## config.mk

```make
export PLATFORM = sky130hd
export DESIGN_NAME = char_lcd_engine
export DESIGN_NICKNAME = d
export VERILOG_FILES = /design/src/verilog/char_lcd_pkg.sv /design/src/verilog/char_lcd_engine.sv
export SDC_FILE = /design/constraint.sdc
export NUM_CORES = 1
export LEC_CHECK = 0
export BUFFER_PORTS_ARGS = -buffer_cell sky130_fd_sc_hd__buf_2
export CAP_MARGIN = 20
export CORE_ASPECT_RATIO = 1.25
export CORE_MARGIN = 2
export CORE_UTILIZATION = 50
export DETAILED_ROUTE_END_ITERATION = 12
export HOLD_SLACK_MARGIN = 0.08
export PLACE_DENSITY = 0.77
export SLEW_MARGIN = 20
export SYNTH_ARGS = -nofsm -noshare
export SYNTH_HDL_FRONTEND = slang
export SYNTH_SLANG_ARGS = --single-unit
```

## constraint.sdc

```tcl
create_clock -name sys_clk -period 8.96 [get_ports sys_clk]
set_clock_uncertainty 0.1 [all_clocks]
set_input_delay 2.688 -clock sys_clk [delete_from_list [all_inputs] [get_ports sys_clk]]
set_output_delay 2.688 -clock sys_clk [all_outputs]
set_load 0.005 [all_outputs]
```

## src/verilog/char_lcd_pkg.sv

```systemverilog
// constants, register map and types of the character display instruction engine
package char_lcd_pkg;
   // ----------------------------------------------------------------
   // register map (byte addresses on the bus)
   // ----------------------------------------------------------------
   localparam logic [7:0] REG_INSTR = 8'h00;  // write instruction, read busy and pointer
   localparam logic [7:0] REG_DATA  = 8'h04;  // write or read memory at the pointer
   localparam logic [7:0] REG_MODE  = 8'h08;  // read-only mode bits
   localparam int BUSY_BIT = 7;
   // mode register field positions
   localparam int MODE_STEP_UP   = 0;
   localparam int MODE_SHIFT_EN  = 1;
   localparam int MODE_DISP_ON   = 2;
   localparam int MODE_CURSOR_ON = 3;
   localparam int MODE_BLINK_ON  = 4;
   localparam int MODE_WIDE8     = 5;
   localparam int MODE_TWO_LINE  = 6;
   localparam int MODE_BIG_FONT  = 7;
   localparam int MODE_GLYPH_SEL = 8;
   localparam int MODE_FN_DONE   = 9;
   // ----------------------------------------------------------------
   // memories and addressing
   // ----------------------------------------------------------------
   localparam int DD_DEPTH = 80;
   localparam int CG_DEPTH = 64;
   localparam int LINE_LEN = 40;
   localparam logic [7:0] BLANK_CODE  = 8'h20;
   localparam logic [6:0] ONE_LAST    = 7'h4F;  // last address, one line
   localparam logic [6:0] L1_LAST     = 7'h27;  // last address of line one
   localparam logic [6:0] L2_FIRST    = 7'h40;  // first address of line two
   localparam logic [6:0] L2_LAST     = 7'h67;  // last address of line two
   localparam logic [6:0] HOME_ADDR   = 7'h00;
   localparam logic [5:0] SHIFT_LAST  = 6'h27;  // offsets run 0 .. 39
   localparam logic [6:0] CLR_LAST    = 7'h4F;
   // cursor rows, counted from zero
   localparam logic [3:0] ROW_SMALL = 4'h7;     // 8th row of 5x8
   localparam logic [3:0] ROW_BIG   = 4'hA;     // 11th row of 5x10
   // instruction bit positions
   localparam int ENT_DIR = 1;
   localparam int ENT_SHF = 0;
   localparam int DSP_ON  = 2;
   localparam int DSP_CUR = 1;
   localparam int DSP_BLK = 0;
   localparam int SHF_DISP = 3;
   localparam int SHF_LEFT = 2;
   localparam int FN_WIDE  = 4;
   localparam int FN_LINES = 3;
   localparam int FN_FONT  = 2;
   // ----------------------------------------------------------------
   // blink timing: 409.6 ms at a 250 kHz reference, i.e. a cycle count
   // ----------------------------------------------------------------
   localparam int BLINK_TIME_US   = 409600;
   localparam int BLINK_REF_KHZ   = 250;
   localparam int BLINK_REF_CYCLES = BLINK_TIME_US * BLINK_REF_KHZ / 1000;
   // ----------------------------------------------------------------
   // engine states, Gray along idle -> exec -> clear
   // ----------------------------------------------------------------
   typedef enum logic [1:0] {
      ST_IDLE  = 2'b00,
      ST_EXEC  = 2'b01,
      ST_CLEAR = 2'b11
   } eng_state_t;
endpackage

```

## src/verilog/char_lcd_engine.sv

```systemverilog
// character display instruction engine with classic Wishbone register access
// Summary of operation
// [RULE_01] clear display writes blank code 20H into every display memory cell
// [RULE_02] after clear the pointer is zero and any display shift is undone
// [RULE_03] clear forces step direction to increment, shift enable kept
// [RULE_04] return home zeroes pointer and shift, memory contents untouched
// [RULE_05] each memory write or read steps the pointer by one per direction
// [RULE_06] cursor position follows the pointer, right on increment, left on decrement
// [RULE_07] with shift enabled a display write shifts left on increment, right otherwise
// [RULE_08] display reads and all glyph accesses never shift the display
// [RULE_09] display off blanks output, memory kept and shown again at once
// [RULE_10] cursor drawn on row 8 for small font, row 11 for big font
// [RULE_11] blink alternates blank and normal every 409.6 ms at 250 kHz reference
// [RULE_12] cursor or display shift moves one place, cursor wraps line one to two
// [RULE_13] display shift moves both lines together, only horizontally
// [RULE_14] a pure display shift leaves the pointer unchanged
// [RULE_15] width bit selects 8-bit transfers or 4-bit transfers on upper lines
// [RULE_16] function set first, later ones only act when width changes
// [RULE_17] function set also latches line count and font
// [RULE_18] glyph address instruction loads six bits, later data goes to glyph memory
// [RULE_19] clear is recognised only for byte 01H
// [RULE_20] display control holds display, cursor and blink bits in low three bits
// [RULE_21] busy is shown while an instruction runs; writes meanwhile are ignored
// [RULE_22] in 4-bit mode high nibble first, byte acted on after both halves
//
// Chosen here: the address map and the Wishbone slave port.
`timescale 1ns/100ps
module char_lcd_engine #(
   parameter int BLINK_CYCLES = char_lcd_pkg::BLINK_REF_CYCLES
) (
   input  wire logic        sys_clk,
   input  wire logic        rst,
   input  wire logic        wb_cyc_i,
   input  wire logic        wb_stb_i,
   input  wire logic        wb_we_i,
   input  wire logic [7:0]  wb_adr_i,
   input  wire logic [3:0]  wb_sel_i,
   input  wire logic [31:0] wb_dat_i,
   output logic      [31:0] wb_dat_o,
   output logic             wb_ack_o,
   output logic             displayOn,
   output logic             cursorOn,
   output logic             blinkBlank,
   output logic [3:0]       cursorRow,
   output logic [6:0]       cursorAddr,
   output logic [5:0]       shiftOffset,
   output logic             twoLine,
   output logic             bigFont,
   output logic             busy
);
   import char_lcd_pkg::*;

   // ----------------------------------------------------------------
   // functions
   // ----------------------------------------------------------------
   // next pointer value; two-line mode hops the gap between the lines
   function automatic logic [6:0] stepAddr(input logic [6:0] a, input logic up,
                                           input logic two, input logic cg);
      logic [6:0] r;
      r = up ? 7'(a + 7'h01) : 7'(a - 7'h01);
      if (cg)
         r = {1'b0, r[5:0]};
      else if (two && up && a == L1_LAST)
         r = L2_FIRST;
      else if (two && up && a == L2_LAST)
         r = HOME_ADDR;
      else if (two && !up && a == L2_FIRST)
         r = L1_LAST;
      else if (two && !up && a == HOME_ADDR)
         r = L2_LAST;
      else if (!two && up && a == ONE_LAST)
         r = HOME_ADDR;
      else if (!two && !up && a == HOME_ADDR)
         r = ONE_LAST;
      return r;
   endfunction

   // display memory cell of a pointer value
   function automatic logic [6:0] ddIndex(input logic [6:0] a, input logic two);
      return (two && a[6]) ? 7'(7'(LINE_LEN) + {1'b0, a[5:0]}) : a;
   endfunction

   // one shared offset for both lines keeps the shift purely horizontal
   function automatic logic [5:0] shiftStep(input logic [5:0] s, input logic left);
      logic [5:0] r;
      if (left)
         r = (s == SHIFT_LAST) ? 6'h00 : 6'(s + 6'h01);
      else
         r = (s == 6'h00) ? SHIFT_LAST : 6'(s - 6'h01);
      return r;
   endfunction

   // ----------------------------------------------------------------
   // state
   // ----------------------------------------------------------------
   eng_state_t state_q;
   logic [7:0] display_data_memory_q [DD_DEPTH];
   logic [7:0] glyph_pattern_memory_q [CG_DEPTH];
   logic [6:0] ac_q;
   logic [5:0] shift_q;
   logic [6:0] clrIdx_q;
   logic [7:0] pend_q;
   logic       pendData_q;
   logic       stepUp_q, shiftEn_q, dispOn_q, cursorOn_q, blinkOn_q;
   logic       wide8_q, twoLine_q, bigFont_q, cgMode_q, fnDone_q, busy_q;
   logic       ack_q, wrHalf_q, rdHalf_q;
   logic [3:0] hiNib_q;
   logic [31:0] dat_q;
   logic [16:0] blinkCnt_q;
   logic       blinkPhase_q, blinkBlank_q;
   logic [3:0] cursorRow_q;
   logic       req, wrStrobe, rdData, byteValid, rdStep;
   logic [7:0] byteVal, memRd;

   // ----------------------------------------------------------------
   // bus request decode and byte assembly
   // ----------------------------------------------------------------
   // only the first cycle of a request acts, so a held request counts once
   assign req      = wb_cyc_i && wb_stb_i && !ack_q;
   assign wrStrobe = req && wb_we_i && wb_sel_i[0] && !busy_q
                     && (wb_adr_i == REG_INSTR || wb_adr_i == REG_DATA);  // see [RULE_21]
   assign rdData   = req && !wb_we_i && wb_adr_i == REG_DATA && !busy_q;
   assign byteValid = wrStrobe && (wide8_q || wrHalf_q);            // see [RULE_22]
   assign byteVal   = wide8_q ? wb_dat_i[7:0]
                              : {hiNib_q, wb_dat_i[7:4]};           // see [RULE_15]
   assign rdStep    = rdData && (wide8_q || rdHalf_q);
   assign memRd     = cgMode_q ? glyph_pattern_memory_q[ac_q[5:0]]
                               : display_data_memory_q[ddIndex(ac_q, twoLine_q)];

   // acknowledge one cycle after the request, read data captured with it
   always_ff @(posedge sys_clk)
   begin
      if (rst)
      begin
         ack_q <= 1'b0;
         dat_q <= 32'h0000_0000;
      end
      else
      begin
         ack_q <= req;
         dat_q <= 32'h0000_0000;  // unmapped addresses read as zero
         if (req && !wb_we_i)
            unique case (wb_adr_i)
               REG_INSTR: dat_q <= {24'h00_0000, busy_q, ac_q};
               REG_DATA:  dat_q <= {24'h00_0000, wide8_q ? memRd : rdHalf_q ? {memRd[3:0], 4'h0}
                                    : {memRd[7:4], 4'h0}};         // see [RULE_15]
               REG_MODE:  dat_q <= {22'h00_0000, fnDone_q, cgMode_q, bigFont_q,
                                    twoLine_q, wide8_q, blinkOn_q, cursorOn_q,
                                    dispOn_q, shiftEn_q, stepUp_q};
               default:   dat_q <= 32'h0000_0000;
            endcase
      end
   end

   // nibble tracking; the first half only parks the high nibble
   always_ff @(posedge sys_clk)
   begin
      if (rst)
      begin
         wrHalf_q <= 1'b0;
         rdHalf_q <= 1'b0;
         hiNib_q  <= 4'h0;
      end
      else
      begin
         if (wide8_q)
            wrHalf_q <= 1'b0;
         else if (wrStrobe)
         begin
            wrHalf_q <= !wrHalf_q;               // see [RULE_22]
            if (!wrHalf_q)
               hiNib_q <= wb_dat_i[7:4];
         end
         if (wide8_q)
            rdHalf_q <= 1'b0;
         else if (rdData)
            rdHalf_q <= !rdHalf_q;
      end
   end

   // ----------------------------------------------------------------
   // instruction engine
   // ----------------------------------------------------------------
   // a byte is parked in idle and carried out in exec; busy covers both
   always_ff @(posedge sys_clk)
   begin
      if (rst)
      begin
         state_q    <= ST_IDLE;
         busy_q     <= 1'b0;
         pend_q     <= 8'h00;
         pendData_q <= 1'b0;
         clrIdx_q   <= 7'h00;
         ac_q       <= HOME_ADDR;
         shift_q    <= 6'h00;
         stepUp_q   <= 1'b1;
         shiftEn_q  <= 1'b0;
         dispOn_q   <= 1'b0;
         cursorOn_q <= 1'b0;
         blinkOn_q  <= 1'b0;
         wide8_q    <= 1'b1;
         twoLine_q  <= 1'b0;
         bigFont_q  <= 1'b0;
         cgMode_q   <= 1'b0;
         fnDone_q   <= 1'b0;
      end
      else
      begin
         unique case (state_q)
            ST_IDLE:
            begin
               if (byteValid)
               begin
                  pend_q     <= byteVal;
                  pendData_q <= (wb_adr_i == REG_DATA);
                  busy_q     <= 1'b1;            // see [RULE_21]
                  state_q    <= ST_EXEC;
               end
               else if (rdStep)                  // reads never shift, see [RULE_08]
                  ac_q <= stepAddr(ac_q, stepUp_q, twoLine_q, cgMode_q);  // see [RULE_05]
            end
            ST_EXEC:
            begin
               state_q <= ST_IDLE;
               busy_q  <= 1'b0;
               if (pendData_q)
               begin
                  // cursor follows the pointer, see [RULE_06]
                  ac_q <= stepAddr(ac_q, stepUp_q, twoLine_q, cgMode_q);  // see [RULE_05]
                  if (shiftEn_q && !cgMode_q)
                     shift_q <= shiftStep(shift_q, stepUp_q);  // see [RULE_07] [RULE_08]
               end
               else if (!fnDone_q && pend_q[7:5] != 3'b001)
               begin
                  // ignored until the first function set, see [RULE_16]
               end
               else
                  casez (pend_q)
                     8'b1???_????:
                     begin
                        // display address set is not part of this engine
                     end
                     8'b01??_????:
                     begin
                        ac_q     <= {1'b0, pend_q[5:0]};      // see [RULE_18]
                        cgMode_q <= 1'b1;
                     end
                     8'b001?_????:
                     begin
                        if (!fnDone_q || pend_q[FN_WIDE] != wide8_q)  // see [RULE_16]
                        begin
                           fnDone_q  <= 1'b1;
                           wide8_q   <= pend_q[FN_WIDE];      // see [RULE_15]
                           twoLine_q <= pend_q[FN_LINES];     // see [RULE_17]
                           bigFont_q <= pend_q[FN_FONT];
                        end
                     end
                     8'b0001_????:
                     begin
                        if (pend_q[SHF_DISP])                 // see [RULE_13] [RULE_14]
                           shift_q <= shiftStep(shift_q, pend_q[SHF_LEFT]);
                        else                                  // see [RULE_12]
                           ac_q <= stepAddr(ac_q, !pend_q[SHF_LEFT], twoLine_q, cgMode_q);
                     end
                     8'b0000_1???:
                     begin
                        dispOn_q   <= pend_q[DSP_ON];         // see [RULE_20] [RULE_09]
                        cursorOn_q <= pend_q[DSP_CUR];
                        blinkOn_q  <= pend_q[DSP_BLK];
                     end
                     8'b0000_01??:
                     begin
                        stepUp_q  <= pend_q[ENT_DIR];
                        shiftEn_q <= pend_q[ENT_SHF];
                     end
                     8'b0000_001?:
                     begin
                        ac_q     <= HOME_ADDR;                // see [RULE_04]
                        shift_q  <= 6'h00;
                        cgMode_q <= 1'b0;
                     end
                     8'b0000_0001:
                     begin
                        clrIdx_q <= 7'h00;                    // see [RULE_19]
                        busy_q   <= 1'b1;
                        state_q  <= ST_CLEAR;
                     end
                     default:
                     begin
                        // 00H does nothing
                     end
                  endcase
            end
            ST_CLEAR:
            begin
               // one cell per cycle: 80 clear cycles, 81 busy with exec, no wide write port needed
               clrIdx_q <= 7'(clrIdx_q + 7'h01);
               if (clrIdx_q == CLR_LAST)
               begin
                  state_q  <= ST_IDLE;
                  busy_q   <= 1'b0;
                  ac_q     <= HOME_ADDR;                      // see [RULE_02]
                  shift_q  <= 6'h00;
                  cgMode_q <= 1'b0;
                  stepUp_q <= 1'b1;                           // see [RULE_03]
               end
            end
            default:
               state_q <= ST_IDLE;
         endcase
      end
   end

   // ----------------------------------------------------------------
   // memories, no reset: contents stay across display off
   // ----------------------------------------------------------------
   always_ff @(posedge sys_clk)
   begin
      if (state_q == ST_CLEAR)
         display_data_memory_q[clrIdx_q] <= BLANK_CODE;                     // see [RULE_01]
      else if (state_q == ST_EXEC && pendData_q && !cgMode_q)
         display_data_memory_q[ddIndex(ac_q, twoLine_q)] <= pend_q;
      if (state_q == ST_EXEC && pendData_q && cgMode_q)
         glyph_pattern_memory_q[ac_q[5:0]] <= pend_q;
   end

   // ----------------------------------------------------------------
   // cursor presentation and blink timing
   // ----------------------------------------------------------------
   // the blink period is a cycle count, so it scales with the clock rate
   always_ff @(posedge sys_clk)
   begin
      if (rst)
      begin
         blinkCnt_q   <= 17'h0_0000;
         blinkPhase_q <= 1'b0;
         blinkBlank_q <= 1'b0;
         cursorRow_q  <= ROW_SMALL;
      end
      else
      begin
         if (blinkCnt_q == 17'(BLINK_CYCLES - 1))
         begin
            blinkCnt_q   <= 17'h0_0000;
            blinkPhase_q <= !blinkPhase_q;                    // see [RULE_11]
         end
         else
            blinkCnt_q <= 17'(blinkCnt_q + 17'h0_0001);
         blinkBlank_q <= blinkOn_q && blinkPhase_q;
         cursorRow_q  <= bigFont_q ? ROW_BIG : ROW_SMALL;     // see [RULE_10]
      end
   end

   assign wb_ack_o    = ack_q;
   assign wb_dat_o    = dat_q;
   assign displayOn   = dispOn_q;                             // see [RULE_09]
   assign cursorOn    = cursorOn_q;
   assign blinkBlank  = blinkBlank_q;
   assign cursorRow   = cursorRow_q;
   assign cursorAddr  = ac_q;
   assign shiftOffset = shift_q;
   assign twoLine     = twoLine_q;
   assign bigFont     = bigFont_q;
   assign busy        = busy_q;

   // ----------------------------------------------------------------
   // assertions
   // ----------------------------------------------------------------
   AST_CLEAR_BLANK: assert property (@(posedge sys_clk) disable iff (rst)  // see [RULE_01]
      state_q == ST_CLEAR |=> display_data_memory_q[$past(clrIdx_q)] == BLANK_CODE)
      else $error("clear left a cell non-blank");
   AST_CLEAR_END: assert property (@(posedge sys_clk) disable iff (rst)  // see [RULE_02]
      (state_q == ST_CLEAR && clrIdx_q == CLR_LAST)
      |=> ac_q == HOME_ADDR && shift_q == 6'h00 && state_q == ST_IDLE)
      else $error("clear did not home pointer and shift");
   AST_CLEAR_DIR: assert property (@(posedge sys_clk) disable iff (rst)  // see [RULE_03]
      (state_q == ST_CLEAR && clrIdx_q == CLR_LAST)
      |=> stepUp_q && shiftEn_q == $past(shiftEn_q))
      else $error("clear set wrong entry bits");
   AST_HOME: assert property (@(posedge sys_clk) disable iff (rst)  // see [RULE_04]
      (state_q == ST_EXEC && !pendData_q && fnDone_q && pend_q[7:1] == 7'h01)
      |=> ac_q == HOME_ADDR && shift_q == 6'h00)
      else $error("return home failed");
   AST_GLYPH_STEP: assert property (@(posedge sys_clk) disable iff (rst)  // see [RULE_05]
      (state_q == ST_EXEC && pendData_q && cgMode_q)
      |=> ac_q[5:0] == 6'($past(ac_q[5:0]) + ($past(stepUp_q) ? 6'h01 : 6'h3F)))
      else $error("glyph write did not step the pointer");
   AST_GLYPH_NO_SHIFT: assert property (@(posedge sys_clk) disable iff (rst)  // see [RULE_08]
      (state_q == ST_EXEC && pendData_q && cgMode_q) |=> $stable(shift_q))
      else $error("glyph access shifted the display");
   AST_DISP_SHIFT_AC: assert property (@(posedge sys_clk) disable iff (rst)  // see [RULE_14]
      (state_q == ST_EXEC && !pendData_q && pend_q[7:4] == 4'h1 && pend_q[SHF_DISP])
      |=> $stable(ac_q))
      else $error("display shift moved the pointer");
   AST_FN_FIRST: assert property (@(posedge sys_clk) disable iff (rst)  // see [RULE_16]
      (state_q == ST_EXEC && !pendData_q && !fnDone_q && pend_q[7:5] != 3'b001)
      |=> $stable(dispOn_q) && $stable(ac_q) && state_q == ST_IDLE)
      else $error("instruction acted before function set");
   AST_BUSY: assert property (@(posedge sys_clk) disable iff (rst)  // see [RULE_21]
      (state_q == ST_IDLE && byteValid) |=> busy_q ##1 (busy_q == (state_q != ST_IDLE)))
      else $error("busy not shown during execution");
   AST_NIBBLE: assert property (@(posedge sys_clk) disable iff (rst)  // see [RULE_22]
      (wrStrobe && !wide8_q && !wrHalf_q) |-> !byteValid ##1 wrHalf_q)
      else $error("first nibble acted on alone");
   AST_ROW: assert property (@(posedge sys_clk) disable iff (rst)  // see [RULE_10]
      $changed(bigFont_q) |=> cursorRow_q == ($past(bigFont_q) ? ROW_BIG : ROW_SMALL))
      else $error("cursor row does not match font");
endmodule

```

==> summary.md, run 1 <==
The flow ran to the end, and the final reports show no timing, DRC or antenna violations. The library cell contributing the largest single delay on the critical path was nor4_1. VDD sags by at most 0.1880 mV. The cell family contributing the most delay on the critical path is simple AND/OR/NAND/NOR gates.

The average cell area after synthesis came out at 16.61 µm². The tools report the initial antenna violation count as 3. Most used flip-flop cell after synthesis: edfxtp_1. Maximum frequency from static timing analysis: 177.3 MHz.

Area growth from synthesis to layout: 10.80%. The number of iterations in the first detailed-routing pass was 6. Post-synthesis cell type with the largest combined area: edfxtp_1. In this run the tightest slew margin relative to its limit is 15.52%. The total overflow left after global routing is 0.

The final layout contains routed wiring with a total length of 128,500 µm. Yosys mapped a number of flops with a built-in enable equal to 1,152. The number of different library cells used by synthesis comes to 89.

The tools report the number of gates resized after CTS as 0. The class of the most critical setup path was in -> reg. The signal on the critical path passes through buf_2 -> nor4_1 -> nand2_1 -> nor3b_2 -> nand3b_1 -> nor3_1 -> o21ai_1 -> a2111oi_0 -> a211oi_1. The logs give 105 for the number of I/O pins and 0 ns for the sum of negative setup slack. Number of hold violations in the final report: 0. By count the netlist is led by edfxtp_1, nor2_1, mux4_2, nand2_1, mux2i_1. Dividing the detail-routed wire length by the instance count gives 28.67 µm. The design draws 11.34 mW. At the pin with the least slew margin, the transition time is 1.265 ns. CTS saw 1,238 sinks.

For the finished layout, the period the worst path requires is 5.641 ns. In this run the power spent charging and discharging nets is 2.151 mW. The final layout contains 3,127 nets. Input and output buffers added on the ports amount to 54. By area the synthesized netlist is led by edfxtp_1, mux4_2, dfxtp_1, mux2i_1, nor2_1.

Leading cell type by number of instances after synthesis: edfxtp_1. Yosys printed 0 warnings. The first global-routing pass estimated 187,900 µm of wire.

The buffer cell driving the clock tree root is clkbuf_16. In this run the standard cell core region covers 99,260 µm². Data on the critical path is required at its endpoint by 9.40 ns. The tools report the combinational group share of total power as 0.3%.

The share of the clock period used by the worst path works out to 62.96%. Routability-driven placement finished with a final weighted congestion of 0.9223. The die area is 102,800 µm², and the share of cells above drive strength 1 is 17.93%.

The tightest hold path in the finished design has a slack of 0.3656 ns. The setup violation total in the final timing report is 0. The run gives 28,610 as the number of global-route vias before repair. Of the total power, the share spent switching nets is 18.96%. The effective utilization at floorplan came out at 50.50%. STA classifies the critical path startpoint as a primary input. The tools report the first-iteration detailed-routing DRC count as 4,216. The internal power contribution was 9.193 mW; the maximum net fanout on the critical path was 13.

Number of buffers and inverters on the critical path: 1. Global routing used 24.84% of the available tracks. For the via count, the log shows 28,996. Summing every instance area after synthesis gives 50,130 µm².

The tools report the portion of total power attributed to sequential cells as 54.8%. The top cell type by area accounts for 69.01% of the synthesized area. In this run the worst hold path is classified as reg -> reg.

Setup repair after global routing left no endpoint under its margin. The final max-slew violation count is 0, and the source-to-sink clock delay at the later pin of the worst-skew pair is 0.70 ns. After technology mapping, the gate count stands at 3,018.

For this run, design rule violations remaining after detail routing come to 0. In this design, the stage delay of the slowest critical-path cell is 0.96 ns. The logs give 76,300 µm for the detailed placement HPWL and 0 for the hold-fix buffer count after cts.

In this run the remaining antenna-violating nets after routing total 0. Data arrives at the worst endpoint at 6.08 ns. The maximum number of pins on one net before global-route repair is 82. Row generation in the floorplan step produced 129 rows. The post-synthesis register bit count is 1,238.

The clock input transition at the sequential cells of the worst setup and hold paths works out to 0.07 ns. Power per cell area: 204.2 nW/µm². TritonCTS created 119 clock buffers. The buffer depth of the longest clock path came out at 3.

The width of the chip is 287.2 µm. Including well taps, the total number of placed cells is 4,257. The floorplan step set the die height to 358.0 µm. TritonCTS built the clock tree. Across the run, the number of max-cap violations was 0. Sequential cells were found to cover 72.44% of the synthesized design area. The H-tree was split into 3 levels.

In this run the static leakage power is 15.67 nW. The worst setup path is captured at a register. For the number of standard cells in the layout, taps in and fillers out, the log shows 4,484. Counting flops with an async set or reset pin after synthesis yields a share of 0%. The setup fix buffers added after clock tree synthesis was 0. The tools report the part of the total power dissipated in the clock network as 44.9%. Using the TritonRoute via totals, the vias-per-cell ratio works out to 6.467.
logic make-up (layout without fill, tap and decap cells):
kind of cell	after synthesis	in the layout	synth area share, %
other cells	2	24	0.01498
compound gates	533	533	7.750
simple gates	624	624	5.766
buf+inv	238	372	2.511
mux	338	338	10.66
flops	1238	1238	72.44
fa+ha+maj	10	10	0.2496
xor+xnor	35	35	0.6115
per-stage QoR:
step	util [%]	cell area [µm²]	setup slack, ns
after floorplan	-	50210	4.346
after global placement	51.94	51550	2.873
after detailed placement	51.95	51560	2.801
after CTS	55.95	55540	3.520
after global routing	55.95	55540	3.215
final	55.96	55540	3.319
layout by cell type, fill, tap and decap left out, drive strengths merged, types with 16 or more instances in the layout:
cell type	count
a211oi	34
a21oi	102
a221oi	88
a22o	21
a22oi	56
and3	19
buf	121
clkbuf	163
clkinv	42
conb	23
dfxtp	86
edfxtp	1152
inv	29
mux2	65
mux2i	123
mux4	150
nand2	125
nand3	51
nand3b	16
nor2	284
nor2b	19
nor3	34
o21ai	64
xnor2	19
xor2	16
power groups by stage:
stage | Clock [mW] | Combinational (mW) | Sequential, mW
global route | 5.32 | 0.0319 | 6.22
detailed placement | 0 | 0.0283 | 6.34
global placement | 0 | 0.0281 | 6.34
finish | 5.10 | 0.0290 | 6.22
CTS | 5.11 | 0.0285 | 6.22
floorplan | 0 | 0.0250 | 6.34
registers in the layout, summed over array words and instances, names as in the netlist, 2 cells and up, named ones only:
signal,flops
blinkCnt_q,17
clrIdx_q,7
cursorAddr,7
cursorRow,2
display_data_memory_q,640
glyph_pattern_memory_q,512
hiNib_q,4
pend_q,8
shiftOffset,6
state_q,2
wb_dat_o,10
area by class of cell:
cell class / instances / area, µm²
multi-input cells: 1563 / 12710
repair buffers: 121 / 773.2
clock inverters: 63 / 734.5
diodes: 1 / 2.502
well taps: 1310 / 1639
flip-flops and latches: 1238 / 36350
inverters: 25 / 93.84
clock buffers: 163 / 3243
fillers: 7385 / 43720
routing by layer:
metal,global-route usage (%),part of all wire (%),up-vias
met5,0,0,-
met4,14.28,6.2,0
met3,4.828,11,442
met2,40.40,48,2039
met1,31.32,34,14367
li1,-,-,12148
final timing paths:
kind | startpoint | to | slack [ns] | cells after the start
worst max-delay path | wb_adr_i[1] | register | 3.32 | 9
worst min-delay path | blinkCnt_q[0]$_SDFF_PP0_ | blinkCnt_q[0]$_SDFF_PP0_ | 0.37 | 1
worst max register to register | cursorAddr[1]$_SDFFE_PP0P_ | wb_dat_o[2]$_SDFF_PP0_ | 4.06 | 9
worst min register to register | blinkCnt_q[0]$_SDFF_PP0_ | blinkCnt_q[0]$_SDFF_PP0_ | 0.37 | 1
Power figures use the tool's default switching activity.
==> run 2: changes to the inputs <==
Clock period 8.96 ns to 5.9 ns, I/O delays scaled along.
==> summary.md, run 2 (same netlist as run 1, synthesis figures left out) <==
The flow ran to the end, and the final reports show no timing, DRC or antenna violations. The worst-case headroom to the max-slew limit is 18.88% (+3.4 points), and the actual transition at the worst max-transition pin is 1.212 ns (-0.05238 ns). The endpoint with the worst hold slack is blinkCnt_q[0]$_SDFF_PP0_.

The flip-flop count of the largest register, all copies and words added was 640 (unchanged). The largest individual stage delay along the critical path comes from the cell dfxtp_4. The width of the chip is 287.2 µm (unchanged). The critical path's largest stage delay is 0.76 ns (-0.20 ns), and the buffer depth of the longest clock path is 3 (unchanged). The beginning of the worst register-to-register path is cursorAddr[3]$_SDFFE_PP0P_. The part of the total power dissipated in the clock network is 43.3% (-1.6 points), and the switching part of the total is 19.11% (+0.15 points). The portion of total power attributed to sequential cells is 56.4% (+1.6 points), and the floorplan core area is 99,260 µm² (unchanged).

The tools report the worst-case setup slack after placement as 1.478 ns (-1.323 ns). Setup repair after global routing left no endpoint under its margin. The tools report the final setup slack of the worst path as 1.305 ns (-2.014 ns). The register with the most flip-flops is display_data_memory_q. The tightest min-delay check is of the reg -> reg type.

For the number of iterations in the first detailed-routing pass, the log shows 6 (unchanged). The tree is rooted in a clkbuf_16. The wire length per cell is 28.77 µm (+0.36%). First-iteration detailed-routing DRC count: 4,318 (+2.4%). The logs give 118 (-0.84%) for the total clock buffers created by CTS and 0.2964 mV (+58%) for the maximum vdd ir drop. Floorplan die height: 358.0 µm (unchanged). The setup fix buffers added after clock tree synthesis was 0 (unchanged); the number of rows created at floorplan was 129 (unchanged). The worst hold path startpoint is blinkCnt_q[0]$_SDFF_PP0_.

The minimum clock period after layout was 4.595 ns. The tools report the number of I/O pins as 105 (unchanged). Wire length reported by the detailed router: 129,300 µm (+0.59%). The number of port buffers is 54 (unchanged).

The arrival time at the worst endpoint was 2.72 ns (-3.36 ns). The tools report the overall overflow remaining after global route as 0 (unchanged). For the combinational group share of total power, the log shows 0.3% (about the same). The worst setup path is captured at a primary output. The worst path required time is 4.03 ns (-5.37 ns). In the finished design, the share of the clock period the worst path needs comes to 77.88%. Compared with the post-synthesis result, the final layout area differs by 10.59%. The clock net sink count came out at 1,238 (unchanged).

The tools report the effective utilization at floorplan as 50.50% (unchanged). The maximum frequency from static timing analysis was 217.6 MHz; the number of hold violations in the final report was 0 (unchanged). The global-route wire length before repair came out at 188,600 µm (+0.37%).

The number of maximum-capacitance constraint violations is 0 (unchanged). The final weighted congestion in routability-driven placement was 0.9441 (+2.4%). The startpoint type of the worst setup path was a register.

For the initial antenna violation count, the log shows 6 (+3). The via density per instance is 6.515 (+0.75%), and the worst reg-to-reg path cell count is 10 (+1). For the source-to-sink clock delay at the later pin of the worst-skew pair, the log shows 0.68 ns (-0.02 ns). In the layout the commonest cells are edfxtp_1, nor2_1, mux4_2. TritonCTS built the clock tree.

The signal on the critical path passes through buf_4 -> buf_4 -> buf_2. The DRC violations left was 0 (unchanged). The overall fraction of global-route tracks in use came out at 24.97% (+0.13 points).

For the sum of negative setup slack, the log shows 0 ns (unchanged). The tools report the final antenna-violating net count as 0 (unchanged). Number of gates resized after CTS: 0 (unchanged). For the via count, the log shows 29,280 (+0.98%). The detailed placement HPWL is 79,150 µm (+3.7%), and the setup violation total in the final timing report is 0 (unchanged). Hold-fix buffer count after cts: 0 (unchanged). The die area is 102,800 µm² (unchanged). The most common cell after layout, fill and taps aside is edfxtp_1. The worst hold path cell count came out at 1 (unchanged). The tools report the switching power as 3.199 mW (+49%). The final design instance area without fill was 55,440 µm² (-0.20%). The internal power contribution came out at 13.54 mW (+47%). Class of the most critical setup path: reg -> out. The power after layout is 16.74 mW (+48%). The logs give 3,141 (+0.45%) for the total number of nets in the final design and 55.85% (-0.11 points) for the utilization after layout. The reported leakage power is 16.10 nW (+2.7%), and the maximum number of pins on one net before global-route repair is 82 (unchanged). The share of cells above drive strength 1 is 18.22% (+0.29 points), and the number of global-route vias before repair is 28,391 (-0.77%). Final max-slew violation count: 0 (unchanged).

The maximum net fanout on the critical path is 34 (+21), and the number of levels in the clock H-tree is 3 (unchanged). The tools report the register-to-register path setup slack as 1.46 ns (-2.60 ns). The endpoint identified for the worst register-to-register timing path is wb_dat_o[2]$_SDFF_PP0_. The cell type with the highest occurrence count on the critical path was buf_4. The clock input transition at the sequential cells of the worst setup and hold paths was 0.06 ns (about the same). The power per cell area works out to 302.0 nW/µm² (+48%).

The post-placement cell area is 51,720 µm² (+0.31%).
## run 2: cell types whose count changed in the layout (fill, tap and decap cells not counted), moves of 2 or more
cell,delta
clkbuf_16,+2
clkbuf_8,-5
buf_12,+4
nor3_2,-2
clkinv_1,+2
clkinvlp_4,+4
bufinv_16,-9
buf_4,+11
clkinv_2,+6
clkbuf_1,-4
## run 2: cell type report
type                       count  area (µm²)
antenna                        1       2.502
clock buffer                 157        3217
clock inverter                64       493.0
fill                        7269       43830
inverter                      25       93.84
multi-input combinational   1563       12710
sequential                  1238       36350
tap                         1310        1639
timing repair buffer         136       935.9
## run 2: how the worst max path moves through the flow
stage	startpoint	to	slack, ns	depth (start not counted)
final	cursorAddr[2]$_SDFFE_PP0P_	cursorAddr[2]	1.31	3
after CTS	cursorAddr[2]$_SDFFE_PP0P_	cursorAddr[2]	1.33	3
after detailed placement	wb_adr_i[1]	register	1.48	10
after global routing	cursorAddr[2]$_SDFFE_PP0P_	cursorAddr[2]	1.26	3
after global placement	wb_adr_i[1]	register	1.51	10
after floorplan	pend_q[4]$_SDFFE_PP0P_	display_data_memory_q[0][4]$_DFFE_PP_	1.90	3
## run 2: through the flow
step           hold slack, ns  std cells
3_5_place_dp           0.3497       4272
3_3_place_gp           0.3411       4272
5_1_grt                0.3868       4493
2_1_floorplan          0.3223       3039
4_1_cts                0.3632       4493
6_report               0.3608       4494
## run 2: routing by layer
metal	share of wire, %	wire length, µm	global-route usage [%]
met1	34	43890	30.75
met2	49	62880	41.14
met3	11	14250	5.598
met4	6.4	8247	13.75
met5	0.017	22	0
## run 2: power by group through the flow
stage / sequential [mW] / clock (mW) / combinational, mW
after detailed placement: 9.63 / 0 / 0.0444
after floorplan: 9.63 / 0 / 0.0378
after global placement: 9.63 / 0 / 0.0442
after CTS: 9.45 / 7.28 / 0.0449
final: 9.45 / 7.25 / 0.0457
after global routing: 9.44 / 7.60 / 0.0496
## run 2: worst max-delay path, delay by kind of cell, from the launching register on
family                 cells  cell delay, ns
DFF                        1            0.76
buffers and inverters      3            1.23
